**src/pkg/dlsc_defs.vh**
```
// register offsets, field positions, reset values and timing counts
// assumes a 25 MHz core clock
`ifndef DLSC_DEFS_VH
`define DLSC_DEFS_VH

`define DLSC_ADDR_DARK_MAX    8'h0d
`define DLSC_ADDR_DARK_DIM    8'h0e
`define DLSC_ADDR_FADE_LAW    8'h0f
`define DLSC_ADDR_SINK_EN     8'h10
`define DLSC_ADDR_SINK_TIME1  8'h11

`define DLSC_CODE_MSB         6
`define DLSC_LAW_MSB          1
`define DLSC_RST_BYTE         8'h00

`define DLSC_LAW_LIN          2'h0
`define DLSC_LAW_SQR          2'h1
`define DLSC_LAW_CUBIC_A      2'h2
`define DLSC_LAW_CUBIC_B      2'h3

// timing base: 0.2 s tick, times are whole multiples of it
`define DLSC_CLK_HZ           25000000
`define DLSC_TICK_MS          200
`define DLSC_TICK_CYC         ((`DLSC_CLK_HZ / 1000) * `DLSC_TICK_MS)
// last count of the tick divider, sized to its 24-bit counter
`define DLSC_TICK_LAST        24'h4c4b3f

// on times in ticks: 0.2, 0.6, 0.8, 1.2 s
`define DLSC_ON_T0            4'h1
`define DLSC_ON_T1            4'h3
`define DLSC_ON_T2            4'h4
`define DLSC_ON_T3            4'h6
// off times in ticks: 0.6, 1.2, 1.8 s
`define DLSC_OFF_T1           4'h3
`define DLSC_OFF_T2           4'h6
`define DLSC_OFF_T3           4'h9

`endif

```
**src/core/dlsc_blink.v**
```verilog
// one blink sequencer for a single sink
// assumes a shared one-cycle tick every 0.2 s and synchronous inputs
`timescale 1ns/10ps
`include "dlsc_defs.vh"

module dlsc_blink (
  input  wire       clk,
  input  wire       rst_n,
  input  wire       tick,
  input  wire       start,
  input  wire       enable,
  input  wire [1:0] on_sel,
  input  wire [1:0] off_sel,
  output reg        sink_on_q
);

  reg [3:0] cnt_q;
  reg [3:0] on_len;
  reg [3:0] off_len;

  always @* begin
    case (on_sel)
      2'h0:    on_len = `DLSC_ON_T0;
      2'h1:    on_len = `DLSC_ON_T1;
      2'h2:    on_len = `DLSC_ON_T2;
      default: on_len = `DLSC_ON_T3;
    endcase
    case (off_sel)
      2'h1:    off_len = `DLSC_OFF_T1;
      2'h2:    off_len = `DLSC_OFF_T2;
      default: off_len = `DLSC_OFF_T3;
    endcase
  end

  always @(posedge clk or negedge rst_n) begin
    if (!rst_n) begin
      sink_on_q <= 1'b0;
      cnt_q     <= 4'h0;
    end else if (!enable) begin
      sink_on_q <= 1'b0;
      cnt_q     <= 4'h0;
    end else if (start) begin
      sink_on_q <= 1'b1;
      cnt_q     <= 4'h0;
    end else if (off_sel == 2'h0) begin
      sink_on_q <= 1'b1;
      cnt_q     <= 4'h0;
    end else if (tick) begin
      if (sink_on_q && (cnt_q + 4'h1 >= on_len)) begin
        sink_on_q <= 1'b0;
        cnt_q     <= 4'h0;
      end else if (!sink_on_q && (cnt_q + 4'h1 >= off_len)) begin
        sink_on_q <= 1'b1;
        cnt_q     <= 4'h0;
      end else begin
        cnt_q <= cnt_q + 4'h1;
      end
    end
  end

endmodule

```
**src/core/dlsc_regs.v**
```verilog
// register slice: dark-level currents, sink fade law, sink enables, first timing register
// assumes a byte-wide register write/read port from the serial interface, synchronous to clk
`timescale 1ns/10ps
`include "dlsc_defs.vh"

module dlsc_regs (
  input  wire       clk,
  input  wire       rst_n,
  input  wire       reg_wr,
  input  wire       reg_rd,
  input  wire [7:0] reg_addr,
  input  wire [7:0] reg_wdata,
  output reg  [7:0] reg_rdata_q,
  input  wire       dark_level_active,
  input  wire       dim_timeout,
  input  wire       dim_request,
  output reg  [6:0] dark_backlight_code_q,
  output reg        dark_dim_active_q,
  output reg  [6:0] dark_full_current_code_q,
  output reg  [6:0] dark_dimmed_current_code_q,
  output reg  [1:0] sink_fade_law_select_q,
  output reg        sink_square_dac_q,
  output reg        sink_nonlinear_steps_q,
  output reg  [1:0] sink_cubic_profile_q,
  output reg  [6:0] sink_enable_q,
  output reg  [6:0] sink_active_q,
  output reg  [1:0] sink_on_time_q,
  output reg  [1:0] sink7_off_time_q,
  output reg  [1:0] sink6_off_time_q,
  output reg  [1:0] sink5_off_time_q
);

  // ********************************
  // register writes
  // ********************************
  reg [6:0]  sink_start_q;
  reg [23:0] tick_cnt_q;
  reg        tick_q;
  wire [6:0] blink_on;
  wire [1:0] off_sel [0:6];

  always @(posedge clk or negedge rst_n) begin
    if (!rst_n) begin
      dark_full_current_code_q   <= 7'h00;
      dark_dimmed_current_code_q <= 7'h00;
      sink_fade_law_select_q     <= 2'h0;
      sink_enable_q              <= 7'h00;
      sink_on_time_q             <= 2'h0;
      sink7_off_time_q           <= 2'h0;
      sink6_off_time_q           <= 2'h0;
      sink5_off_time_q           <= 2'h0;
      sink_start_q               <= 7'h00;
    end else begin
      sink_start_q <= 7'h00;
      if (reg_wr) begin
        case (reg_addr)
          `DLSC_ADDR_DARK_MAX: begin
            dark_full_current_code_q <= reg_wdata[`DLSC_CODE_MSB:0];
          end
          `DLSC_ADDR_DARK_DIM: begin
            dark_dimmed_current_code_q <= reg_wdata[`DLSC_CODE_MSB:0];
          end
          `DLSC_ADDR_FADE_LAW: begin
            sink_fade_law_select_q <= reg_wdata[`DLSC_LAW_MSB:0];
          end
          `DLSC_ADDR_SINK_EN: begin
            sink_enable_q <= reg_wdata[6:0];
            // newly enabled sinks in one write start in step
            sink_start_q  <= reg_wdata[6:0] & ~sink_enable_q;
          end
          `DLSC_ADDR_SINK_TIME1: begin
            sink_on_time_q   <= reg_wdata[7:6];
            sink7_off_time_q <= reg_wdata[5:4];
            sink6_off_time_q <= reg_wdata[3:2];
            sink5_off_time_q <= reg_wdata[1:0];
          end
          default: begin
          end
        endcase
      end
    end
  end

  // ********************************
  // read back
  // ********************************
  always @(posedge clk or negedge rst_n) begin
    if (!rst_n) begin
      reg_rdata_q <= `DLSC_RST_BYTE;
    end else if (reg_rd) begin
      case (reg_addr)
        `DLSC_ADDR_DARK_MAX:   reg_rdata_q <= {1'b0, dark_full_current_code_q};
        `DLSC_ADDR_DARK_DIM:   reg_rdata_q <= {1'b0, dark_dimmed_current_code_q};
        `DLSC_ADDR_FADE_LAW:   reg_rdata_q <= {6'h00, sink_fade_law_select_q};
        `DLSC_ADDR_SINK_EN:    reg_rdata_q <= {1'b0, sink_enable_q};
        `DLSC_ADDR_SINK_TIME1: reg_rdata_q <= {sink_on_time_q, sink7_off_time_q, sink6_off_time_q, sink5_off_time_q};
        default:               reg_rdata_q <= 8'h00;
      endcase
    end
  end

  // ********************************
  // dark backlight dim selection
  // ********************************
  always @(posedge clk or negedge rst_n) begin
    if (!rst_n) begin
      dark_dim_active_q     <= 1'b0;
      dark_backlight_code_q <= 7'h00;
    end else begin
      if (!dark_level_active) begin
        dark_dim_active_q <= 1'b0;
      end else if (dim_timeout || dim_request) begin
        dark_dim_active_q <= 1'b1;
      end
      if (dark_level_active && (dim_timeout || dim_request || dark_dim_active_q)) begin
        dark_backlight_code_q <= dark_dimmed_current_code_q;
      end else begin
        dark_backlight_code_q <= dark_full_current_code_q;
      end
    end
  end

  // ********************************
  // fade law decode
  // ********************************
  always @(posedge clk or negedge rst_n) begin
    if (!rst_n) begin
      sink_square_dac_q      <= 1'b0;
      sink_nonlinear_steps_q <= 1'b0;
      sink_cubic_profile_q   <= 2'h0;
    end else begin
      case (sink_fade_law_select_q)
        `DLSC_LAW_LIN: begin
          sink_square_dac_q      <= 1'b0;
          sink_nonlinear_steps_q <= 1'b0;
          sink_cubic_profile_q   <= 2'h0;
        end
        `DLSC_LAW_SQR: begin
          sink_square_dac_q      <= 1'b1;
          sink_nonlinear_steps_q <= 1'b0;
          sink_cubic_profile_q   <= 2'h0;
        end
        `DLSC_LAW_CUBIC_A: begin
          sink_square_dac_q      <= 1'b1;
          sink_nonlinear_steps_q <= 1'b1;
          sink_cubic_profile_q   <= 2'h1;
        end
        default: begin
          sink_square_dac_q      <= 1'b1;
          sink_nonlinear_steps_q <= 1'b1;
          sink_cubic_profile_q   <= 2'h2;
        end
      endcase
    end
  end

  // ********************************
  // blink timebase and sequencers
  // ********************************
  always @(posedge clk or negedge rst_n) begin
    if (!rst_n) begin
      tick_cnt_q <= 24'h000000;
      tick_q     <= 1'b0;
    end else if (tick_cnt_q == `DLSC_TICK_LAST) begin
      tick_cnt_q <= 24'h000000;
      tick_q     <= 1'b1;
    end else begin
      tick_cnt_q <= tick_cnt_q + 24'h000001;
      tick_q     <= 1'b0;
    end
  end

  // sinks 1 to 4 have their off times elsewhere; held at disabled here
  assign off_sel[0] = 2'h0;
  assign off_sel[1] = 2'h0;
  assign off_sel[2] = 2'h0;
  assign off_sel[3] = 2'h0;
  assign off_sel[4] = sink5_off_time_q;
  assign off_sel[5] = sink6_off_time_q;
  assign off_sel[6] = sink7_off_time_q;

  genvar gi;
  generate
    for (gi = 0; gi < 7; gi = gi + 1) begin : g_sink
      dlsc_blink u_blink (
        .clk       (clk),
        .rst_n     (rst_n),
        .tick      (tick_q),
        .start     (sink_start_q[gi]),
        .enable    (sink_enable_q[gi]),
        .on_sel    (sink_on_time_q),
        .off_sel   (off_sel[gi]),
        .sink_on_q (blink_on[gi])
      );
    end
  endgenerate

  always @(posedge clk or negedge rst_n) begin
    if (!rst_n) begin
      sink_active_q <= 7'h00;
    end else begin
      sink_active_q <= blink_on;
    end
  end

endmodule

```
**config.mk**
```make
export PLATFORM = sky130hd
export DESIGN_NAME = dlsc_regs
export DESIGN_NICKNAME = d
export VERILOG_FILES = /design/src/core/dlsc_blink.v /design/src/core/dlsc_regs.v
export VERILOG_INCLUDE_DIRS = /design/src /design/src/pkg
export SDC_FILE = /design/constraint.sdc
export NUM_CORES = 1
export LEC_CHECK = 0
export BUFFER_PORTS_ARGS = -buffer_cell sky130_fd_sc_hd__buf_2
export CORE_UTILIZATION = 40
export CTS_CLUSTER_DIAMETER = 60
export DETAILED_ROUTE_END_ITERATION = 8
export PLACE_DENSITY = 0.64
export SYNTH_ARGS = -nofsm -noshare
export SYNTH_HDL_FRONTEND = slang
export SYNTH_SLANG_ARGS = --single-unit
```
**constraint.sdc**
```tcl
create_clock -name clk -period 3.2 [get_ports clk]
set_input_delay 0.96 -clock clk [delete_from_list [all_inputs] [get_ports clk]]
set_output_delay 0.96 -clock clk [all_outputs]
set_load 0.005 [all_outputs]
```
==> impl_metrics.py, run 1 <==
metrics = {
    "critical_path": {
        "critPathLaunchType": "register",
        "crit_type": "register to register",
        "crit_arrival_ns": 2.73,
        "reg2reg_from": "g_sink[4].u_blink.cnt_q[0]",
        "required_ns": 3.47,
        "critPathMaxFanout": 6,
        "cp-end-kind": "register",
        "crit_path_start": "g_sink[4].u_blink.cnt_q[0]",
    },
    "place": {
        "portBuffers": 80,
        "hpwl_um": 8270,
        "gp_congestion": 0.827,
        "place_inst": 696,
    },
    "yosys": {
        "synth_top_area_cell": "dfrtp_1",
        "syn_area_per_cell_um2": 11.1,
        "ys_seq_area_share_pct": 51.5,
        "syn_area_mm2": 0.00510,
        "synth_most_common_cell": "dfrtp_1",
        "synth-edff-count": 0,
        "synth_cells": 460,
        "ys_types": 49,
        "async_reset_ff_share_pct": 100,
        "yosysWarnings": 0,
        "syn_nets": 514,
        "yosysTopAreaCellShare_pct": 51.5,
        "synth_flop_cell": "dfrtp_1",
        "ys_ff_latch": 105,
        "synthTopCellsByCount": "dfrtp_1, nand2_1, mux2_2",
        "netlist_top_cells_area": "dfrtp_1, ha_1, mux2_2",
    },
    "cts": {
        "cts_tree": "yes",
        "ctsResizeCount": 0,
        "cts_buffer_depth": 2,
        "clk_latency_ns": 0.35,
        "cts_buffers": 9,
        "htree_levels": 3,
        "cts_root_buffer": "clkbuf_16",
        "hold_buffers": 0,
        "cts.reportedPaths.clkPinSlew_ns": 0.07,
        "cts.sinks": 105,
        "cts_setup_buffers": 0,
    },
    "timing": {
        "finalCriticalPeriod_ns": 2.46,
        "setup_viol": 0,
        "finalSetupTns_ns": 0,
        "drv_slew": 0,
        "fin_crit_sh_pct": 76.9,
        "slew_headroom_pct": 49.1,
        "rsz0062_at_grt": "no",
        "tightest_slew_ns": 0.756,
        "fmax_ghz": 0.406,
        "hold_viol_final": 0,
        "fin_worst_skew_ns": 0.00813,
    },
    "drt": {
        "ant_nets": 0,
        "drc_errors": 0,
        "vias_per_cell": 5.21,
        "wirelength_um": 11300,
        "first_iter_violations": 210,
        "first_pass_iters": 4,
        "routed-via-count": 3703,
        "wl_per_cell_um": 15.8,
    },
    "global_routing": {
        "busiest_layer": "met2",
        "grt-ovfl-total": 0,
        "grt_util_met2_pct": 28.8,
        "grt_pass1_wl_um": 18000,
        "antenna_found_initial": 1,
        "grt_util_met1_pct": 23.2,
        "grt_pass1_vias": 3588,
        "grt_usage_pct": 17.8,
        "use_met3_pct": 4.85,
        "grt_max_degree": 64,
    },
    "floorplanning": {
        "die_h_um": 115,
        "dieWidth_um": 115,
        "rows": 40,
        "io_pins": 81,
        "die-area_mm2": 0.0132,
        "core_area_mm2": 0.0122,
        "start_util_pct": 41.8,
    },
    "layout": {
        "n_antenna_cell": 0,
        "multiInputGateArea_mm2": 0.00229,
        "stdcell_count": 711,
        "areaGrowthSynthToFinish_pct": 16.8,
        "final_net_count": 593,
        "seq_area_mm2": 0.00263,
        "drive_gt1_share_pct": 26.3,
        "fill_cells": 1143,
    },
    "power_and_ir_drop": {
        "p_comb_share_pct": 6.7,
        "ir_worst_vdd_uv": 277,
        "netSwitchingPower_uw": 607,
        "power_density_mw_per_mm2": 449,
        "pwr-share-clk_pct": 40.9,
        "leakage_uw": 0.00302,
        "seqPwrFrac_pct": 52.4,
        "swShare_pct": 22.7,
        "intPower_uw": 2060,
    },
    "flow_run": {
        "maxCapViolCount": 0,
    },
    "hold_path": {
        "hold_class": "register to register",
        "min-delay-start": "g_sink[1].u_blink.sink_on_q",
    },
    "status": {
        "outcome": "completed",
    },
}
-- cell families (layout without fill, tap and decap cells) --
logic type / after synthesis / in the layout / synth area share, %
buffers and inverters: 40 / 123 / 3.61
DFF: 105 / 105 / 51.5
xor gates and xnor gates: 27 / 27 / 4.64
AOI/OAI and AO/OA: 63 / 63 / 8.27
adders and majority gates: 31 / 31 / 7.61
and+or+nand+nor: 160 / 160 / 16.9
muxes: 34 / 34 / 7.48
-- metrics by stage --
stage,hold WS (ns),power (µW),instance area (µm²),setup slack (ns),util [%]
after floorplan,0.331,1500,5100,0.756,-
after global placement,0.333,1600,5660,0.512,46.3
after detailed placement,0.337,1610,5660,0.472,46.3
after CTS,0.352,2710,5950,0.718,48.8
after global routing,0.363,2790,5950,0.510,48.8
final,0.349,2670,5950,0.738,48.8
-- placed cells by master, fill, tap and decap left out, types with 8 or more instances in the layout --
| cell | instances |
|---|---|
| o21ai_0 | 21 |
| xor2_1 | 14 |
| buf_2 | 79 |
| inv_1 | 24 |
| nand3_1 | 18 |
| clkbuf_16 | 9 |
| dfrtp_1 | 105 |
| nor2_1 | 29 |
| xnor2_1 | 13 |
| o22ai_1 | 8 |
| mux2_2 | 33 |
| nand2_1 | 53 |
| ha_1 | 31 |
-- path summary, 6_finish.rpt --
path | end | slack, ns | depth (start not counted)
setup / recovery | g_sink[4].u_blink.cnt_q[1] | 0.74 | 8
hold / removal | sink_active_q[1] | 0.35 | 0
setup reg to reg | g_sink[4].u_blink.cnt_q[1] | 0.74 | 8
hold reg to reg | sink_active_q[1] | 0.35 | 0
max in group asynchronous | tick_cnt_q[4] | 1.85 | 2
min in group asynchronous | g_sink[4].u_blink.cnt_q[0] | 0.61 | 1
-- worst max-delay path, stage by stage, from the launching register on --
cell and delay (ns):
dfrtp_1 0.45, ha_1 0.27, xor2_1 0.26, ha_1 0.27, o21ai_0 0.08, a21oi_1 0.08, nor4_1 0.64, o21ai_0 0.18
o21ai_0 0.16
-- power by group through the flow --
stage	logic (µW)	registers (µW)	clock network, µW
floorplan	82.6	1420	0
global placement	175	1420	0
detailed placement	181	1420	0
CTS	183	1400	1130
global route	204	1400	1180
finish	179	1400	1090
-- registers in the layout, summed over array words and instances (netlist names), 3 cells and up --
signal / cells
sink_start_q: 3
dark_full_current_code_q: 7
sink_active_q: 7
g_sink.u_blink.sink_on_q: 7
sink_enable_q: 7
tick_cnt_q: 24
dark_backlight_code_q: 7
dark_dimmed_current_code_q: 7
reg_rdata_q: 8
g_sink.u_blink.cnt_q: 12
-- layer usage --
metal  wire [µm]  part of all wire, %
met4         124                  1.1
met5           8                0.071
met1        5270                   47
met2        5300                   47
met3         553                  4.9
-- final cells by class --
| cell class | instances | area share, % |
|---|---|---|
| clock buffers | 11 | 4.08 |
| well taps | 168 | 3.53 |
| clock inverters | 4 | 0.904 |
| inverters | 25 | 1.58 |
| repair buffers | 83 | 7.36 |
| multi-input cells | 315 | 38.4 |
| flip-flops and latches | 105 | 44.1 |
Power figures use the tool's default switching activity.
==> inputs of run 2 (changes only) <==
==> constraint.sdc (replaced) <==
create_clock -name clk -period 2.3 [get_ports clk]
set_input_delay 0.69 -clock clk [delete_from_list [all_inputs] [get_ports clk]]
set_output_delay 0.69 -clock clk [all_outputs]
set_load 0.005 [all_outputs]
==> run 2 against run 1 <==
Against the previous run: total power is 45% higher; sequential cell count is the same; first-iteration DRC count is 11% lower; cell area grew 3.1%; fmax rose by 17%; clock power up 52%; die area did not move; utilization grew 1.5 points; final cell count rose by 3.0%; non-clock buffer count up 19; clock skew is 0.0028 ns lower; sequential power up 39%; critical endpoint is now g_sink[6].u_blink.sink_on_q; largest cell class unchanged; largest power group unchanged.
==> impl_metrics.py, run 2 (synthesis results as in run 1) <==
metrics = {
    "critical_path": {
        "crit_arrival_ns": 2.37,
        "path_delay_family": "adder cells",
        "path_common_cell": "ha_1",
        "cp_slowest_cell": "dfrtp_1",
        "cpPeakStageDelay_ns": 0.40,
        "required_ns": 2.57,
        "cp-end-kind": "register",
        "critPathMaxFanout": 4,
        "crit_type": "register to register",
        "critPathLaunchType": "register",
        "crit_buf_inv": 1,
        "cp_cell_sequence": "ha_1 > xor2_1 > ha_1 > nand2_1 > o21ai_1 > nor4_1 > buf_4 > nor3_1 > mux2i_1",
    },
    "drt": {
        "vias_per_cell": 5.09,
        "routed-via-count": 3728,
        "ant_nets": 0,
        "wl_per_cell_um": 15.4,
        "wirelength_um": 11300,
        "drc_errors": 0,
        "first_pass_iters": 4,
        "first_iter_violations": 187,
    },
    "timing": {
        "hold_viol_final": 0,
        "finalCriticalPeriod_ns": 2.10,
        "fin_worst_skew_ns": 0.00533,
        "slew_headroom_pct": 63.8,
        "setup_viol": 0,
        "tightest_slew_ns": 0.537,
        "fin_crit_sh_pct": 91.2,
        "rsz0062_at_grt": "no",
        "fmax_ghz": 0.477,
        "drv_slew": 0,
        "whs_ns": 0.313,
    },
    "place": {
        "gp_congestion": 0.833,
        "portBuffers": 80,
        "hpwl_um": 8590,
    },
    "floorplanning": {
        "io_pins": 81,
        "dieWidth_um": 115,
        "die-area_mm2": 0.0132,
        "die_h_um": 115,
        "start_util_pct": 41.8,
        "core_area_mm2": 0.0122,
        "rows": 40,
    },
    "power_and_ir_drop": {
        "ir_worst_vdd_uv": 336,
        "leakage_uw": 0.00314,
        "p_comb_share_pct": 6.7,
        "total_power_uw": 3860,
        "pwr-share-clk_pct": 42.9,
        "netSwitchingPower_uw": 867,
        "power_density_mw_per_mm2": 629,
        "swShare_pct": 22.5,
        "intPower_uw": 2990,
        "seqPwrFrac_pct": 50.4,
    },
    "cts": {
        "cts.sinks": 105,
        "cts_tree": "yes",
        "cts_root_buffer": "clkbuf_16",
        "cts_setup_buffers": 0,
        "cts_buffer_depth": 2,
        "htree_levels": 3,
        "cts.reportedPaths.clkPinSlew_ns": 0.07,
        "clk_latency_ns": 0.35,
        "cts_buffers": 9,
    },
    "global_routing": {
        "antenna_found_initial": 0,
        "grt_max_degree": 40,
        "grt_usage_pct": 18.4,
        "grt_pass1_vias": 3715,
        "grt_pass1_wl_um": 18600,
        "grt-ovfl-total": 0,
    },
    "layout": {
        "reg_top3": "tick_cnt_q: 24 flops, g_sink.u_blink.cnt_q: 12 flops, reg_rdata_q: 8 flops",
        "multiInputGateArea_mm2": 0.00229,
        "final_net_count": 612,
        "largest_reg_flops": 24,
        "drive_gt1_share_pct": 29.3,
        "top_register": "tick_cnt_q",
        "final_common_cell": "dfrtp_1",
        "fill_cells": 1123,
        "areaGrowthSynthToFinish_pct": 20.4,
        "layout_common_cells": "dfrtp_1, buf_2, nand2_1",
        "seq_area_mm2": 0.00263,
    },
    "hold_path": {
        "hold_class": "primary input to asynchronous set/reset pin",
    },
    "status": {
        "outcome": "completed",
    },
    "flow_run": {
        "maxCapViolCount": 0,
    },
}
[run 2: power groups by stage]
stage	combinational [µW]	clock (µW)	sequential (µW)
6_report	257	1660	1940
5_1_grt	295	1780	1950
4_1_cts	264	1710	1940
3_5_place_dp	262	0	1980
3_3_place_gp	255	0	1980
2_1_floorplan	115	0	1970
[run 2: layout make-up]
cell class | count | share of cell area (%)
sequential | 105 | 42.8
multi-input combinational | 315 | 37.4
antenna | 1 | 0.0408
timing repair buffer | 102 | 9.46
clock inverter | 6 | 1.47
clock buffer | 10 | 3.89
inverter | 25 | 1.53
tap | 168 | 3.43
[run 2: repair_timing]
item                       4_1_cts  5_1_grt
hold buffers                     0        0
setup endpoints to repair        0        3
gates resized for setup          0        2
[run 2: layer usage]
layer  share of wire [%]  global-route usage [%]  vias up
met5                   0                       0        -
met3                 5.7                    5.90       11
met4                0.97                    4.59        0
met2                  47                    29.4       88
met1                  46                    24.3     1820
li1                    -                       -     1809
[run 2: worst paths after layout]
kind,from,cells after the start,slack [ns],end
min reg2reg,g_sink[1].u_blink.sink_on_q,0,0.35,sink_active_q[1]
min,rst_n,1,0.31,g_sink[4].u_blink.cnt_q[3]
max reg2reg,g_sink[6].u_blink.cnt_q[1],9,0.20,g_sink[6].u_blink.sink_on_q
max in group asynchronous,rst_n,2,1.34,tick_cnt_q[14]
min in group clk,g_sink[1].u_blink.sink_on_q,0,0.35,sink_active_q[1]
max,g_sink[6].u_blink.cnt_q[1],9,0.20,g_sink[6].u_blink.sink_on_q
[run 2: stage by stage]
| stage | area (µm²) | std cells | TNS [ns] | worst slack, ns | util (%) |
|---|---|---|---|---|---|
| after CTS | 6130 | 731 | 0 | 0.107 | 50.2 |
| final | 6140 | 732 | 0 | 0.201 | 50.3 |
| after global routing | 6130 | 731 | 0 | 0.0129 | 50.2 |
| after detailed placement | 5800 | 715 | -0.124 | -0.0214 | 47.5 |
| after global placement | 5800 | 715 | 0 | 0.0268 | 47.5 |
| after floorplan | 5100 | 460 | 0 | 0.126 | - |
